$ cat src/hdl/cupt_regs.svh
/*
  Register indices, byte addresses, field positions, reset values and
  timing counts of the clock unit periodic timer block.
  Assumes a 32-bit APB with one aligned word per register; the byte
  address of a register is four times its index.
*/
`ifndef CUPT_REGS_SVH
`define CUPT_REGS_SVH

// ==========================================================================
// Register indices and byte addresses
// ==========================================================================
`define CUPT_IDX_STATUS     12'h037
`define CUPT_IDX_CLK_CTRL   12'h038
`define CUPT_IDX_PLL_CFG    12'h03A
`define CUPT_IDX_RTI        12'h03B
`define CUPT_IDX_IRQ_STAT   12'h040
`define CUPT_IDX_IRQ_CLR    12'h041
`define CUPT_IDX_IRQ_EN     12'h042
`define CUPT_IDX_API_CTRL   12'h2F2
`define CUPT_IDX_API_RATE_H 12'h2F4
`define CUPT_IDX_API_RATE_L 12'h2F5

`define CUPT_ADDR_STATUS     12'h0DC
`define CUPT_ADDR_CLK_CTRL   12'h0E0
`define CUPT_ADDR_PLL_CFG    12'h0E8
`define CUPT_ADDR_RTI        12'h0EC
`define CUPT_ADDR_IRQ_STAT   12'h100
`define CUPT_ADDR_IRQ_CLR    12'h104
`define CUPT_ADDR_IRQ_EN     12'h108
`define CUPT_ADDR_API_CTRL   12'hBC8
`define CUPT_ADDR_API_RATE_H 12'hBD0
`define CUPT_ADDR_API_RATE_L 12'hBD4

// ==========================================================================
// Field positions
// ==========================================================================
`define CUPT_PLL_MOD_HI      5
`define CUPT_PLL_MOD_LO      4
`define CUPT_CLK_SRC_SEL     0
`define CUPT_CLK_PSEUDO_STOP_SEL        1
`define CUPT_CLK_OSC_CHANGE_IRQ_EN       2
`define CUPT_API_FE          0
`define CUPT_API_CLKSEL      1
`define CUPT_STAT_LOCK       0
`define CUPT_STAT_OSCQ       1
`define CUPT_IRQ_RTI         0
`define CUPT_IRQ_API         1
`define CUPT_IRQ_OSC         2
`define CUPT_RTI_DEC         7

// ==========================================================================
// Reset values and timing counts
// ==========================================================================
`define CUPT_RST_BYTE        8'h00
`define CUPT_RST_IRQ         3'h0
`define CUPT_FM_DIV          4'hF
`define CUPT_RTI_DEC_BASE    24'h00_03E8
`define CUPT_RTI_BIN_SHIFT   5'h09

`endif

$ cat src/hdl/cupt_pkg.sv
/*
  Types of the clock unit periodic timer block: the APB request carrier
  the timer clock select and the state record of cupt_clock_unit.
  Assumes cupt_regs.svh is on the include path.
*/
package cupt_pkg;

  // ========================================================================
  // Bus carrier
  // ========================================================================
  typedef struct packed {
    logic        psel;     // Slave selected
    logic        penable;  // Access phase
    logic        pwrite;   // Write when high
    logic [11:0] paddr;    // Byte address
    logic [31:0] pwdata;   // Write data
  } cupt_apb_req_t;

  // Clock chosen for the periodic timer
  typedef enum logic {
    CUPT_API_ACLK,
    CUPT_API_BUSCLK
  } cupt_api_clk_t;

  // ========================================================================
  // Main state record
  // ========================================================================
  typedef struct packed {
    logic [7:0]  pll_cfg;       // PLL configuration byte
    logic        lock_flag;     // PLL lock status
    logic        osc_flag;      // Oscillator qualified status
    logic        src_sel;       // Timer source select
    logic        pseudo_stop_sel;          // Pseudo-stop select
    logic        osc_change_irq_en;         // Oscillator change interrupt enable
    logic [7:0]  rti_ctrl;      // Timeout rate control
    logic [23:0] rti_cnt;       // Timeout down counter
    logic        rti_src_q;     // Effective source last cycle
    logic [15:0] api_rate;      // Periodic rate value
    logic        api_en;        // Periodic feature enable
    logic        api_clk;       // Periodic clock select
    logic [3:0]  fm_div;        // Modulation rate prescaler
    logic        fm_dir;        // Modulation sweep direction
    logic        fm_tick;       // Modulation rate pulse
    logic [2:0]  irq_stat;      // Sticky event flags
    logic [2:0]  irq_en;        // Event enables
    logic [31:0] prdata;        // Read data
    logic        pslverr;       // Error answer
  } cupt_state_t;

endpackage : cupt_pkg

$ cat src/hdl/cupt_sync.sv
/*
  Two-flop synchroniser for a group of pin levels with a registered
  rising-edge pulse per bit.
  Assumes the inputs are asynchronous to clk_sys_i.
*/
module cupt_sync
  import cupt_pkg::*;
#(
  parameter int W = 1  // Number of bits
) (
  input  wire logic         clk_sys_i,  // System clock
  input  wire logic         srst_i,     // Synchronous reset
  input  wire logic [W-1:0] async_i,    // Raw pin levels
  output logic      [W-1:0] level_o,    // Synchronised levels
  output logic      [W-1:0] rise_o      // One-cycle rising pulses
);

  // ========================================================================
  // State
  // ========================================================================
  typedef struct packed {
    logic [W-1:0] meta;    // First stage, read only by the second
    logic [W-1:0] stable;  // Second stage
    logic [W-1:0] prev;    // Delayed copy for edge detection
    logic [W-1:0] rise;    // Edge pulse
  } cupt_sync_st_t;

  cupt_sync_st_t st;
  cupt_sync_st_t next_st;

  // Next state: edge taken from stable stages only
  always_comb begin
    next_st        = st;
    next_st.meta   = async_i;
    next_st.stable = st.meta;
    next_st.prev   = st.stable;
    next_st.rise   = st.stable & ~st.prev;
  end

  // Register the record
  always_ff @(posedge clk_sys_i) begin
    if (srst_i) begin
      st <= '0;
    end else begin
      st <= next_st;
    end
  end

  assign level_o = st.stable;
  assign rise_o  = st.rise;

endmodule : cupt_sync

$ cat src/hdl/cupt_api_timer.sv
/*
  Autonomous periodic timer: counts 2*(rate+1) ticks of the chosen clock
  and pulses a timeout at the end of every period.
  Assumes the rate is stable while the timer is enabled.
*/
module cupt_api_timer
  import cupt_pkg::*;
(
  input  wire logic          clk_sys_i,   // System clock
  input  wire logic          srst_i,      // Synchronous reset
  input  wire logic          en_i,        // Feature enable
  input  cupt_api_clk_t      clk_sel_i,   // Clock select
  input  wire logic          aclk_tick_i, // Autonomous clock pulse
  input  wire logic [15:0]   rate_i,      // Rate value
  output logic               timeout_o    // One-cycle timeout pulse
);

  // ========================================================================
  // State
  // ========================================================================
  typedef struct packed {
    logic [16:0] cnt;      // Down counter, 2*rate+1 to 0
    logic        timeout;  // Timeout pulse
  } cupt_api_st_t;

  cupt_api_st_t st;
  cupt_api_st_t next_st;
  logic         tick;      // Counting step

  // Bus clock counts every cycle, the autonomous one on its pulses
  assign tick = (clk_sel_i == CUPT_API_BUSCLK) ? 1'b1 : aclk_tick_i;

  // Next state
  always_comb begin
    next_st         = st;
    next_st.timeout = 1'b0;
    if (!en_i) begin
      // Held at full load so the first period is whole
      next_st.cnt = {rate_i, 1'b1};
    end else if (tick) begin
      if (st.cnt == 17'h0_0000) begin
        next_st.timeout = 1'b1;
        next_st.cnt     = {rate_i, 1'b1};
      end else begin
        next_st.cnt = st.cnt - 17'h0_0001;
      end
    end
  end

  // Register the record
  always_ff @(posedge clk_sys_i) begin
    if (srst_i) begin
      st <= '0;
    end else begin
      st <= next_st;
    end
  end

  assign timeout_o = st.timeout;

endmodule : cupt_api_timer

$ cat src/hdl/cupt_clock_unit.sv
/*
  Clock unit periodic timers: PLL modulation control, real-time timeout
  counter, autonomous periodic timer, oscillator status and interrupts,
  all reached over APB.
  Assumes clock pins and status pins are asynchronous and are sampled
  through two flops; the PLL itself sits outside and reads the
  modulation outputs.
*/
`include "cupt_regs.svh"

// Functional notes
// - Modulate PLL when enabled, rate ref/16
// - Modulation code: off, 1%, 2%, 4%
// - PLL config write clears lock, qualified
// - Timeout counter from reference or oscillator
// - Stop halts counter unless pseudo-stop, oscillator
// - Timeout control register, reset zero, RW
// - Control write restarts timeout period
// - Source change restarts timeout period
// - Rate writes ignored while periodic enabled
// - Autonomous period is 2*(rate+1) ticks
// - Bus clock period is 2*(rate+1) cycles
// - Rate low byte, reset zero
// - PLL change or lock loss clears qualified
// - Oscillator interrupt only when enabled
module cupt_clock_unit
  import cupt_pkg::*;
(
  input  wire logic          clk_sys_i,          // System clock, 50 MHz
  input  wire logic          srst_i,             // Synchronous reset
  input  cupt_apb_req_t      apb_i,              // APB request
  output logic               pready_o,           // APB ready
  output logic [31:0]        prdata_o,           // APB read data
  output logic               pslverr_o,          // APB error
  input  wire logic          internal_ref_clk_i, // Reference clock pin
  input  wire logic          crystal_osc_clk_i,  // Oscillator clock pin
  input  wire logic          aclk_i,             // Autonomous clock pin
  input  wire logic          pll_lock_i,         // PLL lock detector
  input  wire logic          osc_filter_ok_i,    // Oscillator filter good
  input  wire logic          stop_mode_i,        // Stop mode request
  output logic [1:0]         fm_amp_o,           // Modulation amplitude
  output logic               fm_rate_tick_o,     // Modulation rate pulse
  output logic               fm_dir_o,           // Modulation sweep direction
  output logic               irq_o               // Interrupt, active high
);

  // ========================================================================
  // Synchronised inputs
  // ========================================================================
  logic [5:0] pin_level;   // Synchronised pin levels
  logic [5:0] pin_rise;    // Rising edges of them
  logic       ref_tick;    // Reference clock pulse
  logic       osc_tick;    // Oscillator clock pulse
  logic       aclk_tick;   // Autonomous clock pulse
  logic       lock_lvl;    // PLL locked
  logic       filt_lvl;    // Oscillator filter good
  logic       stop_lvl;    // In stop mode

  // All pins pass two flops before any logic reads them
  cupt_sync #(
    .W (6)
  ) u_sync (
    .clk_sys_i (clk_sys_i),
    .srst_i    (srst_i),
    .async_i   ({stop_mode_i, osc_filter_ok_i, pll_lock_i,
                 aclk_i, crystal_osc_clk_i, internal_ref_clk_i}),
    .level_o   (pin_level),
    .rise_o    (pin_rise)
  );

  assign ref_tick  = pin_rise[0];
  assign osc_tick  = pin_rise[1];
  assign aclk_tick = pin_rise[2];
  assign lock_lvl  = pin_level[3];
  assign filt_lvl  = pin_level[4];
  assign stop_lvl  = pin_level[5];

  // ========================================================================
  // State and bus decode
  // ========================================================================
  cupt_state_t st;       // All registered state
  cupt_state_t next_st;  // Next value of it
  logic        api_timeout;  // Periodic timer pulse
  logic        setup;        // APB setup phase
  logic        wr_acc;       // APB write taking effect
  logic [11:0] wr_addr;      // Address of that write
  logic [7:0]  wr_byte;      // Low byte of write data

  assign setup   = apb_i.psel & ~apb_i.penable;
  assign wr_acc  = apb_i.psel & apb_i.penable & apb_i.pwrite;
  assign wr_addr = apb_i.paddr;
  assign wr_byte = apb_i.pwdata[7:0];

  // Whether an address belongs to a register
  function automatic logic addr_mapped(input logic [11:0] a);
    unique case (a)
      `CUPT_ADDR_STATUS, `CUPT_ADDR_CLK_CTRL, `CUPT_ADDR_PLL_CFG,
      `CUPT_ADDR_RTI, `CUPT_ADDR_IRQ_STAT, `CUPT_ADDR_IRQ_CLR,
      `CUPT_ADDR_IRQ_EN, `CUPT_ADDR_API_CTRL, `CUPT_ADDR_API_RATE_H,
      `CUPT_ADDR_API_RATE_L: addr_mapped = 1'b1;
      default:               addr_mapped = 1'b0;
    endcase
  endfunction : addr_mapped

  // Read value of a register; write-only and unmapped read zero
  function automatic logic [31:0] read_word(input logic [11:0] a,
                                            input cupt_state_t s);
    read_word = 32'h0000_0000;
    unique case (a)
      `CUPT_ADDR_STATUS:     read_word[1:0] = {s.osc_flag, s.lock_flag};
      `CUPT_ADDR_CLK_CTRL:   read_word[2:0] = {s.osc_change_irq_en, s.pseudo_stop_sel, s.src_sel};
      `CUPT_ADDR_PLL_CFG:    read_word[7:0] = s.pll_cfg;
      `CUPT_ADDR_RTI:        read_word[7:0] = s.rti_ctrl;
      `CUPT_ADDR_IRQ_STAT:   read_word[2:0] = s.irq_stat;
      `CUPT_ADDR_IRQ_EN:     read_word[2:0] = s.irq_en;
      `CUPT_ADDR_API_CTRL:   read_word[1:0] = {s.api_clk, s.api_en};
      `CUPT_ADDR_API_RATE_H: read_word[7:0] = s.api_rate[15:8];
      `CUPT_ADDR_API_RATE_L: read_word[7:0] = s.api_rate[7:0];
      default:               read_word      = 32'h0000_0000;
    endcase
  endfunction : read_word

  // Timeout period in source ticks; zero means the counter is off.
  // Binary: (low nibble+1) shifted by 9 plus prescaler; decimal: multiples of
  // a thousand. Prescaler zero in binary mode stops the counter.
  function automatic logic [23:0] rti_period(input logic [7:0] c);
    logic [23:0] base;
    base = {20'h0_0000, c[3:0]} + 24'h00_0001;
    if (c[`CUPT_RTI_DEC]) begin
      rti_period = (base * `CUPT_RTI_DEC_BASE) << c[6:4];
    end else if (c[6:4] == 3'h0) begin
      rti_period = 24'h00_0000;
    end else begin
      rti_period = base << (`CUPT_RTI_BIN_SHIFT + {2'h0, c[6:4]});
    end
  endfunction : rti_period

  // ========================================================================
  // Periodic timer
  // ========================================================================
  cupt_api_timer u_api (
    .clk_sys_i   (clk_sys_i),
    .srst_i      (srst_i),
    .en_i        (st.api_en),
    .clk_sel_i   (cupt_api_clk_t'(st.api_clk)),
    .aclk_tick_i (aclk_tick),
    .rate_i      (st.api_rate),
    .timeout_o   (api_timeout)
  );

  // ========================================================================
  // Next state
  // ========================================================================
  logic        pll_wr;      // Write to PLL configuration
  logic        rti_src;     // Effective timeout source, 1 = oscillator
  logic        rti_tick;    // Timeout counting step
  logic        rti_run;     // Timeout counter may run
  logic        rti_restart; // Reload the timeout period
  logic        rti_event;   // Timeout reached
  logic        osc_change;  // Qualified status changed
  logic [2:0]  irq_set;     // Events this cycle

  always_comb begin
    next_st     = st;
    pll_wr      = wr_acc && (wr_addr == `CUPT_ADDR_PLL_CFG);
    rti_event   = 1'b0;

    // Control and configuration writes
    if (wr_acc) begin
      unique case (wr_addr)
        `CUPT_ADDR_CLK_CTRL: begin
          next_st.src_sel = wr_byte[`CUPT_CLK_SRC_SEL];
          next_st.pseudo_stop_sel    = wr_byte[`CUPT_CLK_PSEUDO_STOP_SEL];
          next_st.osc_change_irq_en   = wr_byte[`CUPT_CLK_OSC_CHANGE_IRQ_EN];
        end
        `CUPT_ADDR_PLL_CFG:  next_st.pll_cfg  = wr_byte;
        `CUPT_ADDR_RTI:      next_st.rti_ctrl = wr_byte;
        `CUPT_ADDR_IRQ_EN:   next_st.irq_en   = wr_byte[2:0];
        `CUPT_ADDR_API_CTRL: begin
          next_st.api_en  = wr_byte[`CUPT_API_FE];
          next_st.api_clk = wr_byte[`CUPT_API_CLKSEL];
        end
        `CUPT_ADDR_API_RATE_H: begin
          if (!st.api_en) begin
            next_st.api_rate[15:8] = wr_byte;
          end
        end
        `CUPT_ADDR_API_RATE_L: begin
          if (!st.api_en) begin
            next_st.api_rate[7:0] = wr_byte;
          end
        end
        default: begin
          // Status, clear and unmapped words store nothing
        end
      endcase
    end

    // Lock follows the detector; a configuration write drops it at once
    next_st.lock_flag = lock_lvl & ~pll_wr;

    // Qualified needs lock and the filter; lost on any lock drop
    if (pll_wr || !st.lock_flag || !lock_lvl) begin
      next_st.osc_flag = 1'b0;
    end else if (filt_lvl) begin
      next_st.osc_flag = 1'b1;
    end
    osc_change = next_st.osc_flag ^ st.osc_flag;

    // Modulation: a pulse every sixteen reference ticks while enabled
    next_st.fm_tick = 1'b0;
    if (st.pll_cfg[`CUPT_PLL_MOD_HI:`CUPT_PLL_MOD_LO] == 2'b00) begin
      next_st.fm_div = 4'h0;
      next_st.fm_dir = 1'b0;
    end else if (ref_tick) begin
      if (st.fm_div == `CUPT_FM_DIV) begin
        next_st.fm_div  = 4'h0;
        next_st.fm_tick = 1'b1;
        next_st.fm_dir  = ~st.fm_dir;
      end else begin
        next_st.fm_div = st.fm_div + 4'h1;
      end
    end

    // Oscillator source only counts while the oscillator is qualified
    rti_src  = st.src_sel & st.osc_flag;
    next_st.rti_src_q = rti_src;
    rti_tick = rti_src ? osc_tick : ref_tick;
    rti_run  = !stop_lvl || (st.pseudo_stop_sel && rti_src);
    rti_restart = (wr_acc && (wr_addr == `CUPT_ADDR_RTI))
                  || (rti_src != st.rti_src_q);

    if (rti_restart || (rti_period(st.rti_ctrl) == 24'h00_0000)) begin
      next_st.rti_cnt = rti_period(next_st.rti_ctrl);
    end else if (rti_run && rti_tick) begin
      if (st.rti_cnt <= 24'h00_0001) begin
        rti_event       = 1'b1;
        next_st.rti_cnt = rti_period(st.rti_ctrl);
      end else begin
        next_st.rti_cnt = st.rti_cnt - 24'h00_0001;
      end
    end

    // Events; oscillator change counts only while enabled
    irq_set = {osc_change & st.osc_change_irq_en, api_timeout, rti_event};

    // Write-one clear, a set in the same cycle wins
    if (wr_acc && (wr_addr == `CUPT_ADDR_IRQ_CLR)) begin
      next_st.irq_stat = st.irq_stat & ~wr_byte[2:0];
    end
    next_st.irq_stat = next_st.irq_stat | irq_set;

    // Read data and error are prepared in setup for the access phase
    if (setup) begin
      next_st.prdata  = apb_i.pwrite ? 32'h0000_0000
                                     : read_word(apb_i.paddr, st);
      next_st.pslverr = ~addr_mapped(apb_i.paddr);
    end
  end

  // ========================================================================
  // Register the record
  // ========================================================================
  always_ff @(posedge clk_sys_i) begin
    if (srst_i) begin
      st          <= '0;
      st.pll_cfg  <= `CUPT_RST_BYTE;
      st.rti_ctrl <= `CUPT_RST_BYTE;
      st.irq_stat <= `CUPT_RST_IRQ;
      st.irq_en   <= `CUPT_RST_IRQ;
    end else begin
      st <= next_st;
    end
  end

  // ========================================================================
  // Outputs
  // ========================================================================
  // Zero-wait slave: the answer stands in the first access cycle
  assign pready_o       = 1'b1;
  assign prdata_o       = st.prdata;
  assign pslverr_o      = st.pslverr & apb_i.psel & apb_i.penable;
  assign fm_amp_o       = st.pll_cfg[`CUPT_PLL_MOD_HI:`CUPT_PLL_MOD_LO];
  assign fm_rate_tick_o = st.fm_tick;
  assign fm_dir_o       = st.fm_dir;
  assign irq_o          = |(st.irq_stat & st.irq_en);

endmodule : cupt_clock_unit

$ cat config.mk
export PLATFORM = sky130hd
export DESIGN_NAME = cupt_clock_unit
export DESIGN_NICKNAME = d
export VERILOG_FILES = /design/src/hdl/cupt_pkg.sv /design/src/hdl/cupt_sync.sv /design/src/hdl/cupt_api_timer.sv /design/src/hdl/cupt_clock_unit.sv
export VERILOG_INCLUDE_DIRS = /design/src /design/src/hdl
export SDC_FILE = /design/constraint.sdc
export NUM_CORES = 1
export LEC_CHECK = 0
export BUFFER_PORTS_ARGS = -buffer_cell sky130_fd_sc_hd__clkbuf_2
export CAP_MARGIN = 20
export CORE_UTILIZATION = 30
export DETAILED_ROUTE_END_ITERATION = 6
export PLACE_DENSITY = 0.58
export SLEW_MARGIN = 30
export SYNTH_ARGS = -nofsm -noshare
export SYNTH_HDL_FRONTEND = slang
export SYNTH_SLANG_ARGS = --single-unit
$ cat constraint.sdc
create_clock -name clk_sys_i -period 10 [get_ports clk_sys_i]
set_input_delay 1.5 -clock clk_sys_i [delete_from_list [all_inputs] [get_ports clk_sys_i]]
set_output_delay 1.5 -clock clk_sys_i [all_outputs]
set_load 0.01 [all_outputs]
======== After elaboration in Yosys (flattened, before gate mapping) ========
Index checks and enable logic that the tools add are counted.
W data, S select, Z words.
storage, ports and cells
  flip-flop bits (word level) ............. 145
  input port bits ......................... 55
  output and inout port bits .............. 39
  word-level logic and storage cells ...... 135
cells by class
  $add $sub $neg .......................... 7
  multiply operators ...................... 2
  $lt $le $gt $ge ......................... 1
  eq/ne operators ......................... 13
  shift-type cells ........................ 4
  multiplexer cells ....................... 29
  bitwise logic cells ..................... 22
  reduce and logical (&&, ||, !) cells .... 31
operators with widths
  kind                     number
  $mux W24                 7
  $eq A12 B8 Y1 const B    4
  $shl A15 B3 Y24          2
  $shl A5 B5 Y24           2
  $eq A12 B12 Y1 const B   3
  $eq A12 B9 Y1 const B    3
  $mux W17                 2
  $le A24 B1 Y1 const B    1
  $logic_not A24 Y1        1
  $mul A5 B7 Y12 const B   2
  $mux W8                  3
  $sub A24 B1 Y24 const B  1
  $pmux W5 S4              1
  $mux W18                 1
  $pmux W2 S9              1
  $logic_not A17 Y1        1
  $sub A17 B1 Y17 const B  1
  $mux W1                  11
  $add A4 B1 Y5 const B    2
  $add A4 B3 Y5 const A    2
  $reduce_and A2 Y1        5
  $reduce_or A10 Y1        1
  $and A3 B3 Y3            3
  $reduce_or A3 Y1         3
  20 further kinds         46

======== Depth between registers and ports, before layout ========
Gate-level depths: netlist of run 1.
  word-level depth ........................ 9
  depth in mapped cells ................... 28
  depth with buffers taken out ............ 24

======== By module ========
A second synthesis of run 1 with hierarchy kept.
second synthesis, totals
  cell total of the unflattened synthesis .. 1469
  area, all modules ....................... 11194.5 sq um
modules (own cells, without submodules)
  module           times used  cells each  area an instance (sq um)  sequential area each (sq um)
  cupt_clock_unit  1           1238        9043.7                    1701.6
  cupt_api_timer   1           169         1373.8                    360.3
  cupt_sync        1           62          777.0                     480.5

======== Worst setup path before layout of run 1 ========
OpenSTA, ideal clock, no wires.
  path kind ............................... input-to-reg
  from .................................... input apb_i[36] (netlist bit)
  to ...................................... register st[83] (netlist bit)
  setup time .............................. 0.121 ns
  arrival time ............................ 7.132 ns
  data required time ...................... 9.879 ns
  setup slack ............................. 2.748 ns
  cell stages on the path ................. 24
  buffers on the path ..................... 2
  cell sequence ........................... or4b_1 clkbuf_2 nor4_2 nand2_1 nand2_1 ha_1 buf_2 a21boi_0 ha_1 inv_1 ha_1 inv_1 fa_1 fa_1 inv_1 ha_1 a21o_1 o41ai_1 xor2_1 mux2i_1 a21o_1 a32oi_1 nor2_1 mux2_2
RTL lines
  what                  RTL line                source
  from (decl)           cupt_clock_unit.sv:31   input cupt_apb_req_t apb_i,
  to (signal assigned)  cupt_clock_unit.sv:272  st <= next_st;
  to (decl)             cupt_clock_unit.sv:81   cupt_state_t st;

==> metrics.md, run 1 <==
| Metric | Value |
|---|---|
| GPL Wtd Cong | `0.899` |
| IO Count | `94` |
| Post-route DRC violation count | `2` |
| Post-cts sizing count | `0` |
| First-pass GRT wire length | `51400 um` |
| Layout net count | `1467` |
| Post-CTS Setup Inserts | `0` |
| GRT overflow | `0` |
| Library cells used by synthesis | `83` |
| Placement row count | `67` |
| Leak | `~4.4 nW` |
| Syn. warnings | `0` |
| Post-route minimum period | `7540 ps` |
| Final period utilization | `75.4%` |
| Storage element area | `0.00242 mm2` |
| CP Class | `in -> reg` |
| Number of filler cells placed in the layout | `3601` |
| Maximum buffer depth of the clock tree | `2` |
| Setup TNS | `0 ps` |
| Worst-Margin Slew | `907 ps` |
| Core area | `about 0.034 mm2` |
| Post-DR vias/cell | `between 5 and 6` |
| Post-Synthesis Cells | `1368` |
| Share of post-route cells with drive strength above 1 | `under 10%` |
| Peak supply drop | `between 0.0001 and 0.00015 V` |
| Initial drt markers | `1047` |
| Initial antenna violation count | `1` |
| DP HPWL | `about 24000 um` |
| Worst Setup Slack, final | `around 2500 ps` |
| Yosys reg bits | `roughly 120` |
| Final wirelength | `32000 um` |
| Clk sinks | `around 120` |
| Global Route Usage Sum | `a little under a fifth` |
| Overall Power | `about 0.0011 W` |
| Clock slew at reported path FFs | `60 ps` |
| Status | `complete, but fails checks` |
| Async set or reset register ratio after synthesis | `0%` |
| Multi-input logic area | `0.00706 mm2` |
| CP Launch Type | `primary input` |
| Hold Vio Cnt, Final | `0` |
| Chip Height | `between 150 and 200 um` |
| Port bufs | `44` |
| Fmax | `about 0.13 GHz` |
| Max_slew headroom | `~38%` |
| CTS tree | `built` |
| Ant diodes | `0` |
| CP max FO | `7` |
| CTS Hold Bufs | `0` |
| Number of flops mapped to enable cells by yosys | `0` |
| Register area share after synthesis | `between 20% and 30%` |
| Crit path DAT | `between 7000 and 8000 ps` |
| Drt first pass iters | `7` |
| Root buffer cell | `clkbuf_16` |
| CP required | `a little over 10000 ps` |
| Hold/Removal Path Class | `reg -> reg` |
| Layout area overhead | `9.23%` |
| Post-synth top flop | `dfxtp_1` |
| Post-synthesis cell area | `about 0.010 mm2` |
| Critical Path Sink Type | `flop` |
| Finished Core Util | `about a third` |
| Die Wd | `186 um` |
| Post-synth top area cell | `dfxtp_1` |
| Inserted Clock Buffers | `17` |
| Failing checks | `DRC` |
| Routed WL per cell | `around 18 um` |
| Final setup vio count | `0` |
| H-tree depth | `4` |
| Total number of vias | `10000` |
| Post-synth top area share | `a little under a quarter` |
| Final hold slack | `379 ps` |
| Synth area leaders | `dfxtp_1 (24%), nor2_1 (6.4%), ha_1 (6.0%)` |
| Clock Skews | `just under 8 ps` |
| Unrepaired setup endpoints after global routing | `no` |
| Largest net degree at the start of global routing | `74` |
| Antenna-violating nets left | `0` |
| Max Cap Viol | `0` |
| Syn Area/Cell | `7.46 um2` |
| Pwr/cell area | `~100 mW/mm2` |
| Die area | `0.0348 mm2` |
| Vias in the first global route | `about 9000` |
| Worst skew pair latency | `430 ps` |
| Place WS | `2070 ps` |
| Pins over their slew limit | `0` |
| Initial core utilization | `around 30%` |
==> routing by layer <==
layer / track usage [%] / up-vias / wire length (um)
met5: 0 / - / 13
met4: 7.34 / 2 / 958
met3: 3.33 / 59 / 2100
met2: 28.3 / 382 / 14100
met1: 25.4 / 4688 / 14800
li1: - / 4872 / -
==> cells by family after synthesis <==
kind of cell	after synthesis	share of synthesized area (%)
flops	121	23.7
compound gates	356	23.3
xor+xnor	37	3.38
other cells	2	0.0736
buf+inv	180	8.02
fa+ha+maj	65	9.15
simple gates	547	25.8
mux	60	6.52
==> flip-flops by register name (all words and copies together) (netlist names) <==
| name | count |
|---|---|
| st | 73 |
| fm_amp_o | 2 |
| prdata_o | 8 |
| u_api.timeout_o | 1 |
| fm_rate_tick_o | 1 |
| u_api.st | 17 |
| u_sync.next_st | 6 |
| u_sync.level_o | 6 |
| u_sync.st | 3 |
| fm_dir_o | 1 |
| u_sync.rise_o | 3 |
==> Yosys cell counts, types with 10 or more instances <==
library cell    n
nor2_1        175
nand2_1       127
dfxtp_1       121
a21oi_1        87
clkbuf_1       74
o21ai_0        59
nor3_1         56
inv_1          55
ha_1           49
nand3_1        44
mux2i_1        38
buf_4          36
nor2b_1        31
a211oi_1       27
a22oi_1        26
or3_1          18
xnor2_1        18
xor2_1         17
a31oi_1        16
fa_1           16
mux2_2         16
nand2b_1       15
o211ai_1       15
o22ai_1        15
o31ai_1        14
nor4_1         12
a21o_1         11
o221ai_1       10
==> critical path, stage by stage <==
cell and delay, ps:
clkbuf_2 100, or4b_1 690, o41ai_1 610, nand2_1 310
ha_1 400, xnor2_2 470, ha_1 310, inv_1 80
fa_1 440, fa_1 510, inv_1 50, ha_1 340
and3_1 200, nor2_1 220, a21oi_1 90, o41ai_1 350
xor2_1 230, mux2i_1 160, a21o_1 250, a32oi_1 190
nor2_1 60, mux2_2 280
==> cell type report <==
type	instances	share of cell area, %
Multi-Input combinational cell	1091	63.4
Sequential cell	121	21.7
Tap cell	448	5.03
Clock buffer	18	3.94
Timing Repair Buffer	58	2.94
Inverter	58	1.95
Clock inverter	14	1.04
==> final timing paths <==
path,startpoint,endpoint,slack [ps],cells past startpoint
setup / recovery,apb_i[36],st[83],2460,22
hold / removal,u_sync.st[6],u_sync.rise_o[0],380,1
setup reg to reg,st[89],st[74],3230,20
hold reg to reg,u_sync.st[6],u_sync.rise_o[0],380,1
==> stage by stage <==
| stage | cell area, um2 | std cells |
|---|---|---|
| 2_1_floorplan | 10300 | 1392 |
| 3_3_place_gp | 10600 | 1776 |
| 3_5_place_dp | 10600 | 1776 |
| 4_1_cts | 11100 | 1808 |
| 5_1_grt | 11100 | 1808 |
| 6_report | 11100 | 1808 |
==> placed cells by master (no fill, tap or decap), types with 14 or more instances in the layout <==
master,n
nor2_1,175
nand2_1,126
dfxtp_1,121
a21oi_1,87
o21ai_0,58
inv_1,55
nor3_1,55
ha_1,49
nand3_1,44
clkbuf_2,43
mux2i_1,38
nor2b_1,31
a211oi_1,27
a22oi_1,26
conb_1,26
xnor2_1,18
or3_1,18
xor2_1,17
clkbuf_16,17
a31oi_1,16
mux2_2,16
fa_1,16
nand2b_1,15
o211ai_1,15
o22ai_1,15
buf_4,15
o31ai_1,14
==> where the power goes <==
part           total (W)  leakage [nW]  internal [W]  switching [W]
combinational  0.0000556          3.11     0.0000157      0.0000399
clock           0.000586         0.262      0.000328       0.000258
sequential      0.000487         0.978      0.000485     0.00000169
No activity file was read; power rests on OpenSTA's default activity.
==> run 2, diff against run 1 <==
--- a/config.mk
+++ b/config.mk
@@ -10,7 +10,7 @@
 export CAP_MARGIN = 20
 export CORE_UTILIZATION = 30
 export DETAILED_ROUTE_END_ITERATION = 6
-export PLACE_DENSITY = 0.58
+export PLACE_DENSITY = 0.6
 export SLEW_MARGIN = 30
 export SYNTH_ARGS = -nofsm -noshare
 export SYNTH_HDL_FRONTEND = slang
==> constraint.sdc (replaced) <==
create_clock -name clk_sys_i -period 6.8 [get_ports clk_sys_i]
set_input_delay 1.02 -clock clk_sys_i [delete_from_list [all_inputs] [get_ports clk_sys_i]]
set_output_delay 1.02 -clock clk_sys_i [all_outputs]
set_load 0.01 [all_outputs]
==> run 2 against run 1 <==
Compared with the run above: the run still ends with DRC left; worst hold slack improved by 5.8 ps; highest routed layer is now met4; worst setup slack worse by 2000 ps; sequential power grew 47%; via count rose by 1.8%; clock skew increased by 7.8 ps; cell count is 1.8% higher.
==> metrics.md, run 2 (synthesis results as in run 1) <==
| Metric | Value |
|---|---|
| Pwr/cell area | `149 mW/mm2 (was 101 mW/mm2)` |
| Cell family with most CP delay | `adder cells (unchanged)` |
| CP required | `7110 ps (was 10320 ps)` |
| Global Route Usage Sum | `18.5% (was 18.4%)` |
| Pins over their slew limit | `0 (unchanged)` |
| Total number of vias | `10200 (was 10000)` |
| Worst skew pair latency | `430 ps (about the same)` |
| Post-cts sizing count | `0 (unchanged)` |
| Share of post-route cells with drive strength above 1 | `11.9% (was 9.71%)` |
| Layout net count | `1500 (was 1467)` |
| Post-route cell area | `0.0114 mm2 (was 0.0111 mm2)` |
| Worst Setup SP | `apb_i[36] (unchanged)` |
| Max_slew headroom | `41.4% (was 37.8%)` |
| Critical Path Sink Type | `flop (unchanged)` |
| Crit path buffers/inverters | `5 (was 3)` |
| Worst Setup Slack, final | `439 ps (was 2460 ps)` |
| Largest net degree at the start of global routing | `67 (was 74)` |
| R2R cell count | `17 (was 20)` |
| Critical Path Sink | `st[83] (unchanged)` |
| Drt first pass iters | `7 (unchanged)` |
| Cell Area, Placed | `0.0108 mm2 (was 0.0106 mm2)` |
| Post-route minimum period | `between 6000 and 7000 ps` |
| CTS tree | `built (unchanged)` |
| Final setup vio count | `0 (unchanged)` |
| Chip Height | `186 um (unchanged)` |
| WP depth | `26 (was 22)` |
| Routed WL per cell | `17.7 um (about the same)` |
| Commonest non-fill, non-tap cell in the layout | `nor2_1 (unchanged)` |
| Commonest non-fill, non-tap cells in the layout | `nor2_1 (175), nand2_1 (127), dfxtp_1 (120) (was nor2_1 (175), nand2_1 (126), dfxtp_1 (121))` |
| Vias in the first global route | `9302 (was 9269)` |
| Ant diodes | `0 (unchanged)` |
| CP max FO | `6 (was 7)` |
| Clock Skews | `15.7 ps (was 7.83 ps)` |
| Hold/Removal Path Class | `reg -> reg (unchanged)` |
| GRT overflow | `0 (unchanged)` |
| Clock slew at reported path FFs | `70 ps (was 60 ps)` |
| Place WS | `31.4 ps (was 2070 ps)` |
| Clk sinks | `121 (unchanged)` |
| Initial drt markers | `844 (was 1047)` |
| Antenna-violating nets left | `0 (unchanged)` |
| Crit path DAT | `6680 ps (was 7860 ps)` |
| Status | `complete, but fails checks (unchanged)` |
| Root buffer cell | `clkbuf_16 (unchanged)` |
| Post-DR vias/cell | `5.53 (about the same)` |
| Max Cap Viol | `0 (unchanged)` |
| Final period utilization | `roughly 94%` |
| Placed cells | `1809 (was 1776)` |
| Critical R2R Launch | `st[88] (was st[89])` |
| Die Wd | `186 um (unchanged)` |
| Maximum buffer depth of the clock tree | `2 (unchanged)` |
| Fin cells | `1841 (was 1808)` |
| Max reg flops | `73 (unchanged)` |
| Slowest-stage cell, CP | `or4b_1 (unchanged)` |
| Peak supply drop | `0.000159 V (was 0.000120 V)` |
| Unrepaired setup endpoints after global routing | `no (unchanged)` |
| DP HPWL | `24300 um (was 24200 um)` |
| Most common cell on crit path | `ha_1 (unchanged)` |
| Overall Power | `0.00170 W (was 0.00113 W)` |
| Port bufs | `44 (unchanged)` |
| CP Class | `in -> reg (unchanged)` |
| Leak | `4.53 nW (was 4.35 nW)` |
| CP Launch Type | `primary input (unchanged)` |
| Initial antenna violation count | `0 (was 1)` |
| Fmax | `~0.16 GHz` |
| CTS Hold Bufs | `0 (unchanged)` |
| Largest Register | `st (unchanged)` |
| Core area | `0.0335 mm2 (unchanged)` |
| Final wirelength | `32500 um (was 32000 um)` |
| Number of filler cells placed in the layout | `3615 (was 3601)` |
| Reg2reg setup slack | `750 ps (was 3230 ps)` |
| FF-to-FF End | `st[70] (was st[74])` |
| Hold Vio Cnt, Final | `0 (unchanged)` |
| Failing checks | `DRC (unchanged)` |
| Post-route DRC violation count | `2 (unchanged)` |
| H-tree depth | `4 (unchanged)` |
| Layout area overhead | `12.0% (was 9.23%)` |
| First-pass GRT wire length | `51800 um (was 51400 um)` |
| Post-CTS Setup Inserts | `0 (unchanged)` |
| Die area | `0.0348 mm2 (unchanged)` |
| CP max stage delay | `640 ps (was 690 ps)` |
| Worst-Margin Slew | `873 ps (was 907 ps)` |
| Setup TNS | `0 ps (unchanged)` |
| Inserted Clock Buffers | `17 (unchanged)` |
| IO Count | `94 (unchanged)` |
| GPL Wtd Cong | `0.927 (was 0.899)` |
| Placement row count | `67 (unchanged)` |
| Initial core utilization | `30.4% (unchanged)` |
==> run 2: cell type report <==
| cell class | count | area, um2 | share of cell area (%) |
|---|---|---|---|
| Multi-Input combinational cell | 1091 | 7070 | 61.8 |
| Sequential cell | 121 | 2420 | 21.2 |
| Timing Repair Buffer | 91 | 588 | 5.15 |
| Tap cell | 448 | 561 | 4.90 |
| Clock buffer | 17 | 425 | 3.72 |
| Inverter | 58 | 218 | 1.90 |
| Clock inverter | 15 | 149 | 1.30 |
==> run 2: where the power goes <==
part	total (W)	leakage [nW]	switching, W	internal [W]
clock network	0.000902	0.278	0.000414	0.000488
logic	0.0000838	3.28	0.0000586	0.0000252
registers	0.000716	0.978	0.00000253	0.000713
total	0.00170	4.53	0.000475	0.00123
==> run 2: routing by layer <==
| metal | vias up | routed length [um] | GRT usage [%] |
|---|---|---|---|
| li1 | 4928 | - | - |
| met1 | 4842 | 15400 | 26.3 |
| met2 | 360 | 14400 | 28.5 |
| met3 | 49 | 2010 | 2.60 |
| met4 | 0 | 694 | 6.17 |
| met5 | - | 0 | 0 |
==> run 2: worst min-delay path by stage <==
| stage | end | depth (start not counted) | slack (ps) | startpoint |
|---|---|---|---|---|
| final | u_sync.rise_o[2] | 1 | 380 | u_sync.st[8] |
| after global routing | u_sync.rise_o[0] | 1 | 390 | u_sync.st[6] |
| after CTS | u_sync.rise_o[0] | 1 | 380 | u_sync.st[6] |
| after detailed placement | u_sync.rise_o[0] | 1 | 380 | u_sync.st[6] |
| after global placement | u_sync.rise_o[0] | 1 | 370 | u_sync.st[6] |
| after floorplan | u_sync.rise_o[0] | 1 | 370 | u_sync.st[6] |
==> run 2: per-stage QoR <==
stage	hold slack (ps)	utilization, %
final	385	34.1
after global routing	394	34.1
after CTS	385	34.0
after detailed placement	375	32.3
after global placement	371	32.3
after floorplan	367	-
